## config.mk

```make
export PLATFORM = sky130hd
export DESIGN_NAME = sac_control
export DESIGN_NICKNAME = d
export VERILOG_FILES = /design/src/sac_pkg.sv /design/src/sac_clk_div.sv /design/src/sac_control.sv
export VERILOG_INCLUDE_DIRS = /design/src /design/src/src
export SDC_FILE = /design/constraint.sdc
export NUM_CORES = 1
export LEC_CHECK = 0
export BUFFER_PORTS_ARGS = -buffer_cell sky130_fd_sc_hd__buf_2
export CAP_MARGIN = 10
export CORE_ASPECT_RATIO = 1.75
export CORE_MARGIN = 8
export CORE_UTILIZATION = 57
export CTS_CLUSTER_SIZE = 24
export DETAILED_ROUTE_END_ITERATION = 6
export PLACE_DENSITY = 0.82
export SLEW_MARGIN = 20
export SYNTH_ARGS = -nofsm -noshare
export SYNTH_HDL_FRONTEND = slang
export SYNTH_SLANG_ARGS = --single-unit
```

## constraint.sdc

```tcl
create_clock -name clk -period 4.5 [get_ports clk]
set_clock_uncertainty 0.2 [all_clocks]
set_input_delay 0.45 -clock clk [delete_from_list [all_inputs] [get_ports clk]]
set_output_delay 0.45 -clock clk [all_outputs]
set_load 0.005 [all_outputs]
```

## src/sac_map.svh

```systemverilog
// Register offsets, field positions, reset values and timing counts
`ifndef SAC_MAP_SVH
`define SAC_MAP_SVH
`define SAC_RESULT_ADDR      8'hd0
`define SAC_CONTROL_ADDR     8'hd1
`define SAC_CONTROL_RESET    8'h40
`define SAC_BIT_IRQ_EN       7
`define SAC_BIT_DONE         6
`define SAC_BIT_TRIGGER      5
`define SAC_BIT_POWER        4
`define SAC_OSC_DIV          4'd12
`define SAC_CONV_TIME_NS     70000
`define SAC_REF_OSC_NS       125
`define SAC_CONV_CYCLES      (`SAC_CONV_TIME_NS / `SAC_REF_OSC_NS)
`define SAC_SAMPLE_TICKS     7'd6
`define SAC_STEP_TICKS       7'd4
`define SAC_RESULT_BITS      8
`endif

```

## src/sac_pkg.sv

```systemverilog
// Types shared by the converter control block
package sac_pkg;
    typedef enum logic [1:0]
    {
        SAC_IDLE   = 2'b00,
        SAC_SAMPLE = 2'b01,
        SAC_STEP   = 2'b10
    } sac_state_e;

    typedef struct packed
    {
        logic       sel;
        logic       wr;
        logic       rd;
        logic [7:0] addr;
        logic [7:0] wdata;
    } sac_bus_s;

    typedef struct packed
    {
        logic       irq_enable;
        logic       done;
        logic       power_on;
    } sac_ctrl_s;
endpackage

```

## src/sac_clk_div.sv

```systemverilog
// Divide-by-twelve enable generator for the converter clock
`timescale 1ns/100ps
`include "sac_map.svh"
module sac_clk_div
(
    input  wire logic clk,
    input  wire logic resetn,
    input  wire logic restart,
    output logic      tick
);
    logic [3:0] cnt_q;
    logic [3:0] cnt_d;

    always_comb
    begin
        cnt_d = cnt_q + 4'd1;
        if (restart || cnt_q == `SAC_OSC_DIV - 4'd1)
        begin
            cnt_d = 4'd0;
        end
    end

    always_ff @(posedge clk)
    begin
        if (!resetn)
        begin
            cnt_q <= 4'd0;
        end
        else
        begin
            cnt_q <= cnt_d;
        end
    end

    assign tick = !restart && (cnt_q == `SAC_OSC_DIV - 4'd1);
endmodule

```

## src/sac_control.sv

```systemverilog
// Successive-approximation converter control and register file
// Behaviour
// - 8-bit SAR, sequencer clocked at osc/12
// - One conversion lasts about 70 us
// - Trigger write starts and clears done flag
// - Completion sets done flag, result valid
// - One conversion per trigger, then idle
// - Trigger during conversion restarts conversion
// - Trigger bit always reads zero
// - Interrupt request when done and enabled
// - Bit 7 enables the done interrupt
// - Bit 6 read-only done flag
// - Bit 5 triggers on selected channel
// - Bit 4 powers converter; zero powers down
// - Keeps running through processor wait state
// - Reset aborts conversion, control becomes 40h
// - Result register read-only, latest result
`timescale 1ns/100ps
`include "sac_map.svh"
module sac_control
(
    input  wire logic            clk,
    input  wire logic            resetn,
    input  wire sac_pkg::sac_bus_s bus,
    output logic [7:0]           rdata,
    input  wire logic            comp_above,
    output logic [7:0]           dac_code,
    output logic                 sample_hold,
    output logic                 analog_power_on,
    output logic                 busy,
    output logic                 irq_req
);
    // ------------------------------------------------
    // Constants
    // ------------------------------------------------
    localparam int CONV_CYCLES = `SAC_CONV_CYCLES;
    localparam int CONV_LO = CONV_CYCLES - CONV_CYCLES / 10;
    localparam int CONV_HI = CONV_CYCLES + CONV_CYCLES / 10;
    localparam logic [6:0] LAST_SAMPLE_TICK = `SAC_SAMPLE_TICKS;
    localparam logic [6:0] LAST_STEP_TICK = `SAC_STEP_TICKS;

    // ------------------------------------------------
    // Register decode
    // ------------------------------------------------
    function automatic logic hit(input sac_pkg::sac_bus_s b, input logic [7:0] a);
        hit = b.sel && (b.addr == a);
    endfunction

    logic ctrl_wr;
    logic trig;
    assign ctrl_wr = bus.wr && hit(bus, `SAC_CONTROL_ADDR);
    assign trig    = ctrl_wr && bus.wdata[`SAC_BIT_TRIGGER];

    // ------------------------------------------------
    // State
    // ------------------------------------------------
    sac_pkg::sac_state_e state_q;
    sac_pkg::sac_state_e state_d;
    sac_pkg::sac_ctrl_s  ctrl_q;
    sac_pkg::sac_ctrl_s  ctrl_d;
    logic [7:0]          sar_q;
    logic [7:0]          sar_d;
    logic [7:0]          result_q;
    logic [7:0]          result_d;
    logic [2:0]          bit_q;
    logic [2:0]          bit_d;
    logic [6:0]          sub_q;
    logic [6:0]          sub_d;
    logic                tick;

    // Divider restarts with each trigger so steps align with the start
    sac_clk_div u_div
    (
        .clk     (clk),
        .resetn  (resetn),
        .restart (trig),
        .tick    (tick)
    );

    // ------------------------------------------------
    // Comparator synchroniser
    // ------------------------------------------------
    logic [2:0] sync_q;
    logic [2:0] sync_d;
    logic       comp_q;
    logic       comp_d;

    always_comb
    begin
        sync_d = {sync_q[1:0], comp_above};
        comp_d = comp_q;
        if (sync_q[2] == sync_q[1])
        begin
            comp_d = sync_q[2];
        end
    end

    always_ff @(posedge clk)
    begin
        if (!resetn)
        begin
            sync_q <= 3'h0;
            comp_q <= 1'b0;
        end
        else
        begin
            sync_q <= sync_d;
            comp_q <= comp_d;
        end
    end

    // ------------------------------------------------
    // Next state
    // ------------------------------------------------
    always_comb
    begin
        state_d  = state_q;
        ctrl_d   = ctrl_q;
        sar_d    = sar_q;
        result_d = result_q;
        bit_d    = bit_q;
        sub_d    = sub_q;
        if (ctrl_wr)
        begin
            ctrl_d.irq_enable = bus.wdata[`SAC_BIT_IRQ_EN];
            ctrl_d.power_on   = bus.wdata[`SAC_BIT_POWER];
        end
        case (state_q)
            sac_pkg::SAC_IDLE:
            begin
                sar_d = sar_q;
            end
            sac_pkg::SAC_SAMPLE:
            begin
                if (tick)
                begin
                    sub_d = sub_q + 7'd1;
                    if (sub_q == LAST_SAMPLE_TICK)
                    begin
                        sub_d   = 7'd0;
                        state_d = sac_pkg::SAC_STEP;
                    end
                end
            end
            sac_pkg::SAC_STEP:
            begin
                // One bit decided per group of converter ticks, MSB first
                if (tick)
                begin
                    sub_d = sub_q + 7'd1;
                    if (sub_q == LAST_STEP_TICK)
                    begin
                        sub_d = 7'd0;
                        sar_d[bit_q] = !comp_q;
                        if (bit_q != 3'd0)
                        begin
                            sar_d[bit_q - 3'd1] = 1'b1;
                            bit_d = bit_q - 3'd1;
                        end
                        else
                        begin
                            result_d    = {sar_q[7:1], !comp_q};
                            ctrl_d.done = 1'b1;
                            state_d     = sac_pkg::SAC_IDLE;
                        end
                    end
                end
            end
            default:
            begin
                state_d = sac_pkg::SAC_IDLE;
            end
        endcase
        if (!ctrl_q.power_on)
        begin
            state_d = sac_pkg::SAC_IDLE;
        end
        if (trig)
        begin
            // Restart wins over completion in the same cycle
            ctrl_d.done = 1'b0;
            state_d     = sac_pkg::SAC_SAMPLE;
            sar_d       = 8'h80;
            bit_d       = 3'd7;
            sub_d       = 7'd0;
        end
    end

    always_ff @(posedge clk)
    begin
        if (!resetn)
        begin
            state_q  <= sac_pkg::SAC_IDLE;
            ctrl_q   <= '{irq_enable: 1'b0, done: 1'b1, power_on: 1'b0};
            sar_q    <= 8'h00;
            result_q <= 8'h00;
            bit_q    <= 3'd7;
            sub_q    <= 7'd0;
        end
        else
        begin
            state_q  <= state_d;
            ctrl_q   <= ctrl_d;
            sar_q    <= sar_d;
            result_q <= result_d;
            bit_q    <= bit_d;
            sub_q    <= sub_d;
        end
    end

    // ------------------------------------------------
    // Read mux
    // ------------------------------------------------
    always_comb
    begin
        rdata = 8'h00;
        if (bus.rd && hit(bus, `SAC_RESULT_ADDR))
        begin
            rdata = result_q;
        end
        else if (bus.rd && hit(bus, `SAC_CONTROL_ADDR))
        begin
            rdata = {ctrl_q.irq_enable, ctrl_q.done, 1'b0, ctrl_q.power_on, 4'h0};
        end
    end

    // ------------------------------------------------
    // Outputs
    // ------------------------------------------------
    assign dac_code        = sar_q;
    assign sample_hold     = (state_q == sac_pkg::SAC_SAMPLE);
    assign analog_power_on = ctrl_q.power_on;
    assign busy            = (state_q != sac_pkg::SAC_IDLE);
    assign irq_req         = ctrl_q.done && ctrl_q.irq_enable;

    // ------------------------------------------------
    // Conversion age, for the timing checks
    // ------------------------------------------------
    logic [10:0] age_q;
    logic [10:0] age_d;

    always_comb
    begin
        age_d = age_q;
        if (trig)
        begin
            age_d = 11'h000;
        end
        else if (busy && age_q != 11'h7ff)
        begin
            age_d = age_q + 11'h001;
        end
    end

    always_ff @(posedge clk)
    begin
        if (!resetn)
        begin
            age_q <= 11'h000;
        end
        else
        begin
            age_q <= age_d;
        end
    end

    // ------------------------------------------------
    // Checks
    // ------------------------------------------------
    reset_value_a: assert property (@(posedge clk)
        !resetn |=> (ctrl_q.done && !ctrl_q.irq_enable && state_q == sac_pkg::SAC_IDLE))
        else $error("control reset value wrong");

    trigger_clear_a: assert property (@(posedge clk) disable iff (!resetn)
        trig |=> (!ctrl_q.done && state_q == sac_pkg::SAC_SAMPLE))
        else $error("trigger did not clear done");

    trig_read_a: assert property (@(posedge clk) disable iff (!resetn)
        (bus.rd && hit(bus, `SAC_CONTROL_ADDR)) |-> (rdata[5] == 1'b0 && rdata[3:0] == 4'h0))
        else $error("write-only bits read nonzero");

    irq_gate_a: assert property (@(posedge clk) disable iff (!resetn)
        $rose(irq_req) |-> ($past(ctrl_wr) || $past(state_q) == sac_pkg::SAC_STEP))
        else $error("irq raised without enable or completion");

    done_rises_a: assert property (@(posedge clk) disable iff (!resetn)
        $rose(ctrl_q.done) |-> ($past(state_q) == sac_pkg::SAC_STEP && $past(bit_q) == 3'd0))
        else $error("done set outside completion");

    conv_bound_a: assert property (@(posedge clk) disable iff (!resetn)
        $rose(ctrl_q.done) |-> (age_q >= CONV_LO && age_q <= CONV_HI))
        else $error("conversion time out of range");

    result_hold_a: assert property (@(posedge clk) disable iff (!resetn)
        (busy && !$rose(ctrl_q.done)) |=> (result_q == $past(result_q) || ctrl_q.done))
        else $error("result changed mid conversion");

    power_idle_a: assert property (@(posedge clk) disable iff (!resetn)
        (!ctrl_q.power_on && !trig) |=> (state_q == sac_pkg::SAC_IDLE))
        else $error("converter runs while powered down");

    single_conv_a: assert property (@(posedge clk) disable iff (!resetn)
        (state_q == sac_pkg::SAC_IDLE && !trig) |=> (state_q == sac_pkg::SAC_IDLE))
        else $error("conversion started without trigger");

    ctrl_write_a: assert property (@(posedge clk) disable iff (!resetn)
        ctrl_wr |=> (ctrl_q.irq_enable == $past(bus.wdata[7])))
        else $error("enable bit not written");

    conv_limit_a: assert property (@(posedge clk) disable iff (!resetn)
        busy |-> (age_q <= CONV_HI))
        else $error("conversion runs too long");

    restart_load_a: assert property (@(posedge clk) disable iff (!resetn)
        trig |=> (sar_q == 8'h80 && bit_q == 3'd7 && sub_q == 7'd0))
        else $error("restart did not reload sequencer");

    msb_step_a: assert property (@(posedge clk) disable iff (!resetn)
        (state_q == sac_pkg::SAC_STEP && tick && sub_q == LAST_STEP_TICK &&
        bit_q != 3'd0 && !trig) |=> (bit_q == $past(bit_q) - 3'd1))
        else $error("bit order not MSB first");

    done_fall_a: assert property (@(posedge clk) disable iff (!resetn)
        $fell(ctrl_q.done) |-> $past(trig))
        else $error("done cleared without trigger");

    result_stable_a: assert property (@(posedge clk) disable iff (!resetn)
        (state_q != sac_pkg::SAC_STEP) |=> $stable(result_q))
        else $error("result changed outside completion");
endmodule

```

; Word level (Yosys, flattened, before mapping)
; Index checks and enable logic that the tools add are counted.
[op_classes]
add_sub_neg = 3
n_bitwise = 5
eq_ne = 20
reduce_logical = 31
n_mux = 30
order_cmp = 4
[ops]
columns = operator, n
row1 = $mux 8, 7
row2 = $mux 7, 4
row3 = $eq 8x8->1 const B, 2
row4 = $eq 7x3->1 const B, 2
row5 = $pmux 7 s2, 1
row6 = $ne 4x3->1 const B, 3
row7 = $reduce_and 4->1, 3
row8 = $reduce_and 6->1, 2
row9 = $logic_and 1x1->1, 10
row10 = $mux 2, 5
row11 = $reduce_bool 2->1, 5
row12 = $mux 1, 9
row13 = $reduce_and 3->1, 3
row14 = $bwmux 8, 1
row15 = $lt 3x4->1 const B, 2
row16 = $ne 4x2->1 const B, 2
row17 = $or 8x8->8, 1
row18 = $add 7x1->7 const B, 1
row19 = $demux 1 s3, 2
row20 = $ge 3x1->1 const B, 2
row21 = $ne 2x1->1 const B, 3
row22 = $ne 2x2->1 const B, 3
row23 = $pmux 2 s3, 1
row24 = $add 4x1->4 const B, 1
row25 = other kinds (13), 18
[word_totals]
input_bits = 22
out_inout_bits = 20
word_cells = 106
reg_bits = 39

; Logic depth before layout (Yosys ltp)
[depth]
depth_word = 11
mapped_depth = 7
mapped_depth_nobuf = 6

; Hierarchy
; A second synthesis with hierarchy kept.
[unflattened]
cells_unflattened = 241
hier_area_um2 = 2042.0
[modules_own_cells]
columns = module, cells_per_inst, n_inst, seq_area_each_um2, area_per_inst_um2
row1 = sac_control, 225, 1, 700.7, 1885.6
row2 = sac_clk_div, 16, 1, 80.1, 156.4

; Worst setup path before layout
; OpenSTA, ideal clock, no wires.
[synth_timing]
kind = flip-flop to flip-flop
startpoint = register bit_q[0]
endpoint = register sar_q[7], in the netlist dac_code[7]
setup_time_ns = 0.088
slack_ns = 2.149
path_buffers = 0
required_time_ns = 4.212
stages_incl_launch_ff = 7
synth_period_minus_slack_ns = 2.351
t_arrival_ns = 2.063
path_cell_list = dfxtp_1 -> clkinv_1 -> ha_1 -> or4b_2 -> nand3_1 -> a311oi_1 -> a311oi_2
[synth_between]
elab_chain_cells = 11
word_cells_on_any_way = 19
classes_between = 1 x add/sub / 4 x order compare / 10 x mux / 1 x bitwise / 3 x reduce/logical
[synth_rtl]
columns = item, line_no
row1 = "start, declared", sac_control.sv:65  ; logic [2:0] bit_q;
row2 = "start signal, assigned", sac_control.sv:206  ; bit_q <= bit_d;
row3 = $sub 3x1->3 (tied with other cells), sac_control.sv:157  ; sar_d[bit_q - 3'd1] = 1'b1;
row4 = $lt 3x4->1 (implied by the code) (tied with other cells), sac_control.sv:157
row5 = $logic_and 1x1->1 (implied by the code) or $mux 1 (tied branches), "sac_control.sv:157, sac_control.sv:154"
row6 = $mux 1 (implied by the code) or $demux 1 s3 (tied branches), "sac_control.sv:157, sac_control.sv:154"
row7 = $demux 1 s3 or $bwmux 8 (tied branches), "sac_control.sv:157, sac_control.sv:154"
row8 = $or 8x8->8 (no line), -
row9 = $mux 8 (*), sac_control.sv:155  ; if (bit_q != 3'd0)
row10 = $mux 8 (*), sac_control.sv:151  ; if (sub_q == LAST_STEP_TICK)
row11 = $mux 8 (*), sac_control.sv:148  ; if (tick)
row12 = $mux 8 (*), sac_control.sv:128  ; case (state_q)
row13 = $mux 8 (*), sac_control.sv:178  ; if (trig)
row14 = "end signal, assigned", sac_control.sv:204  ; sar_q <= sar_d;
row15 = "end, declared", sac_control.sv:61  ; logic [7:0] sar_q;
; Mark *: on every way between the ends. The rest lies on a longest branch, timed or not. The select of a mux whose other input is x is not followed.
; A chain may end at the register's enable or synchronous reset.

; Final worst setup path
[layout_timing]
startpoint = input bus[11] (netlist name)
endpoint = output rdata[6]
[layout_between]
elab_chain_cells = 5
word_cells_on_any_way = 8
classes_between = 2 x eq/ne / 2 x mux / 4 x reduce/logical
[layout_rtl]
columns = item, line_no
row1 = "start, declared", sac_control.sv:24  ; input wire sac_pkg::sac_bus_s bus,
row2 = $eq 8x8->1, sac_control.sv:46  ; hit = b.sel && (b.addr == a);
row3 = $logic_and 1x1->1, sac_control.sv:46
row4 = $logic_and 1x1->1, sac_control.sv:221  ; else if (bus.rd && hit(bus, `SAC_CONTROL_ADDR))
row5 = $mux 8, sac_control.sv:221
row6 = $mux 8 (*), sac_control.sv:217  ; if (bus.rd && hit(bus, `SAC_RESULT_ADDR))
row7 = "end, declared", sac_control.sv:25  ; output logic [7:0] rdata,
; Mark *: on every way between the ends. The rest lies on a longest branch, timed or not.

==> flow_summary.toml <==
[run_status]
outcome = "complete, no violations"

[sta]
setup_viol = 0
setup_tns_ns = 0
rsz0062_at_grt = "false"
slew_headroom = 0.4025
slew_viol_final = 0
finalCritPeriodShare = 0.6290
layout_min_cycle_time_ns = 2.830
hold_violations = 0
tightest_slew_ns = 0.8914
finalWorstSetupSlack_ns = 1.670
fmax_ghz = 0.3533

[worst_hold_path]
hold_class = "in2reg"

[detailed_routing]
vias = 2034
wire_per_inst_um = 15.04
drt_iter0_drc = 77
viasPerCell = 6.054
finalWirelength_um = 5053
dr.pass1.iters = 4
route.detailed.drc = 0
route.antenna.remaining_nets = 0

[synth]
yosysUniqueCellTypes = 53
syn-instance-count = 258
synth-edff-count = 0
yosysWarnings = 0
netlist_area_um2 = 2223
synth_ff_type = "dfxtp_1"
yosysSeqAreaShare = 0.3512
syn-mean-instance-area_um2 = 8.618
synthArstFlopShare = 0
syn-num-nets = 286
ys_ff_latch = 39

[place]
place_hpwl_um = 3947
gp_congestion = 0.8735
io_buffer_count = 36
pre_cts_ws_ns = 1.649
place_area_um2 = 2391
dpl.cell_count = 329

[critical_path]
worstSetupPathType = "in2out"
crit_top_cell = "buf_2"
slowest_delay_ns = 0.67
critPathMaxFanout = 8
crit_slowest_cell = "nor3_1"
required_ns = 3.85
path_cells = "buf_2 -> nor4b_1 -> nand2_1 -> nor3_1 -> a22o_1 -> buf_2"
cpLargestDelayFamily = "simple AND/OR/NAND/NOR gates"
cp-start-kind = "input pin"
endpoint_kind = "output port"
crit_buf_inv = 2
cp.arrival_ns = 2.18

[cells_and_area]
final_area_um2 = 2494
area_growth_pct = 12.16
layout-drive-gt1-share = 0.1910
antennaDiodeCount = 0
fin_cells = 336
layout.nets = 316

[grt]
grtUsageTotal = 0.1619
grt_max_degree = 31
overflow = 0
antenna_found_initial = 0
grt_pass1_vias = 1936
grt_pass1_wl_um = 8418

[clocking]
path_clk_slew_ns = 0.07
cts_resized = 0
cts.sinks = 39
cts_setup_buffers = 0
cts_buffers = 5
cts_tree = "yes"
htree_levels = 2
ctsRootBufferMaster = "clkbuf_8"
postCtsHoldBufs = 0
cts.path.max_buffers = 2
clock_latency_ns = 0.29

[floorplanning]
core_um2 = 3829
die_area_um2 = 6234
num_rows = 30
io-pin-count = 42
die_h_um = 98.62
initial_core_util = 0.5807
die_w_um = 63.21

[pwr]
ir_drop_uv = 230.9
p_leak_nw = 1.058
p_per_area_nw_per_um2 = 260.2

[flow_run]
max_cap_violations = 0
-- power breakdown --
| part | total, mW | internal, mW | switching, mW |
|---|---|---|---|
| clock | 0.271 | 0.162 | 0.109 |
| sequential | 0.351 | 0.348 | 0.00221 |
| combinational | 0.0271 | 0.0118 | 0.0153 |
| total | 0.649 | 0.523 | 0.126 |
-- cell families after synthesis --
logic type / after synthesis / share of synthesized area
AND/OR/NAND/NOR: 122 / 0.3405
adder cells (fa/ha/maj): 6 / 0.03376
flip-flops: 39 / 0.3512
AO/OA/AOI/OAI: 51 / 0.1503
buffers and inverters: 23 / 0.04952
XOR/XNOR: 3 / 0.01182
multiplexers: 14 / 0.06303
-- layout make-up --
class,instances,area [um2]
Tap cell,48,60.06
Sequential cell,39,780.7
Fill cell,353,1335
Clock buffer,6,72.57
Clock inverter,1,30.03
Multi-Input combinational cell,196,1333
Inverter,10,37.54
Timing Repair Buffer,36,180.2
-- cells in the mapped netlist, types with 4 or more instances --
master	number	area share
nand4_1	17	0.048
a31oi_1	4	0.011
o21ai_1	4	0.0090
nor3_1	6	0.014
nor2_1	7	0.012
ha_1	6	0.034
clkbuf_1	6	0.010
o31ai_1	5	0.017
nand3b_1	4	0.014
or4_1	5	0.017
o211ai_1	5	0.017
and3b_1	5	0.020
mux2i_1	14	0.063
nand3_1	8	0.018
dfxtp_1	39	0.35
buf_2	4	0.0090
nand2_1	28	0.047
inv_1	9	0.015
and2_1	14	0.039
a21oi_1	18	0.041
o21ai_0	4	0.0090
-- final timing paths --
| path | slack, ns | endpoint | depth (start not counted) | from |
|---|---|---|---|---|
| worst min register to register | 0.24 | sync_q[1] | 1 | sync_q[0] |
| worst max register to register | 1.79 | dac_code[7] | 6 | bit_q[0] |
| worst min-delay path | 0.17 | sync_q[0] | 2 | comp_above |
| worst max-delay path | 1.67 | rdata[6] | 6 | bus[11] |
-- sequential cells by signal, summed over array words and instances, names as in the netlist --
name / cells
sub_q: 7
bit_q: 3
ctrl_q: 2
analog_power_on: 1
state_q: 2
comp_q: 1
dac_code: 8
u_div.cnt_q: 4
result_q: 8
sync_q: 3
-- per-layer routing --
layer,GRT usage,share of wire,up-vias
li1,-,-,1014
met1,0.1503,0.38,943
met2,0.2998,0.53,57
met3,0.04318,0.047,20
met4,0.1036,0.043,0
met5,0,0,-
-- worst register-to-register path: cells and delay by family (launching register included) --
| kind | cells | cell delay [ns] |
|---|---|---|
| and+or+nand+nor | 2 | 0.75 |
| adders and majority gates | 1 | 0.45 |
| buffers and inverters | 1 | 0.34 |
| DFF | 1 | 0.50 |
| AOI/OAI and AO/OA | 2 | 0.38 |
-- cells in the final DEF, fill, tap and decap left out, types with 2 or more instances in the layout --
cell type,Yosys,final
nand2_1,28,28
a211o_1,2,2
nor3b_1,2,2
dfxtp_1,39,39
and2_1,14,14
a21oi_1,18,18
nand4_1,17,17
o21ai_1,4,4
a41o_1,2,2
mux2i_1,14,14
or4_1,5,5
or3b_2,2,2
and3b_1,5,5
nand3_1,8,8
nand4b_1,3,3
buf_2,4,36
inv_1,9,9
nor2b_1,3,3
o21ai_0,4,4
o31ai_1,5,5
xnor2_1,2,2
a22o_1,3,3
clkbuf_8,0,5
ha_1,6,6
and3_2,2,2
a31oi_1,4,4
nor3_1,6,6
nand3b_1,4,4
o211ai_1,5,5
nor4b_1,2,2
nor2_1,7,7
-- per-stage QoR --
stage | util | power, mW | hold slack, ns
6_report | 0.6513 | 0.6490 | 0.1660
5_1_grt | 0.6513 | 0.6729 | 0.1828
4_1_cts | 0.6513 | 0.6569 | 0.1588
3_5_place_dp | 0.6245 | 0.3858 | 0.2335
3_3_place_gp | 0.6245 | 0.3848 | 0.2247
2_1_floorplan | - | 0.3739 | 0.2119
Power figures use the tool's default switching activity.
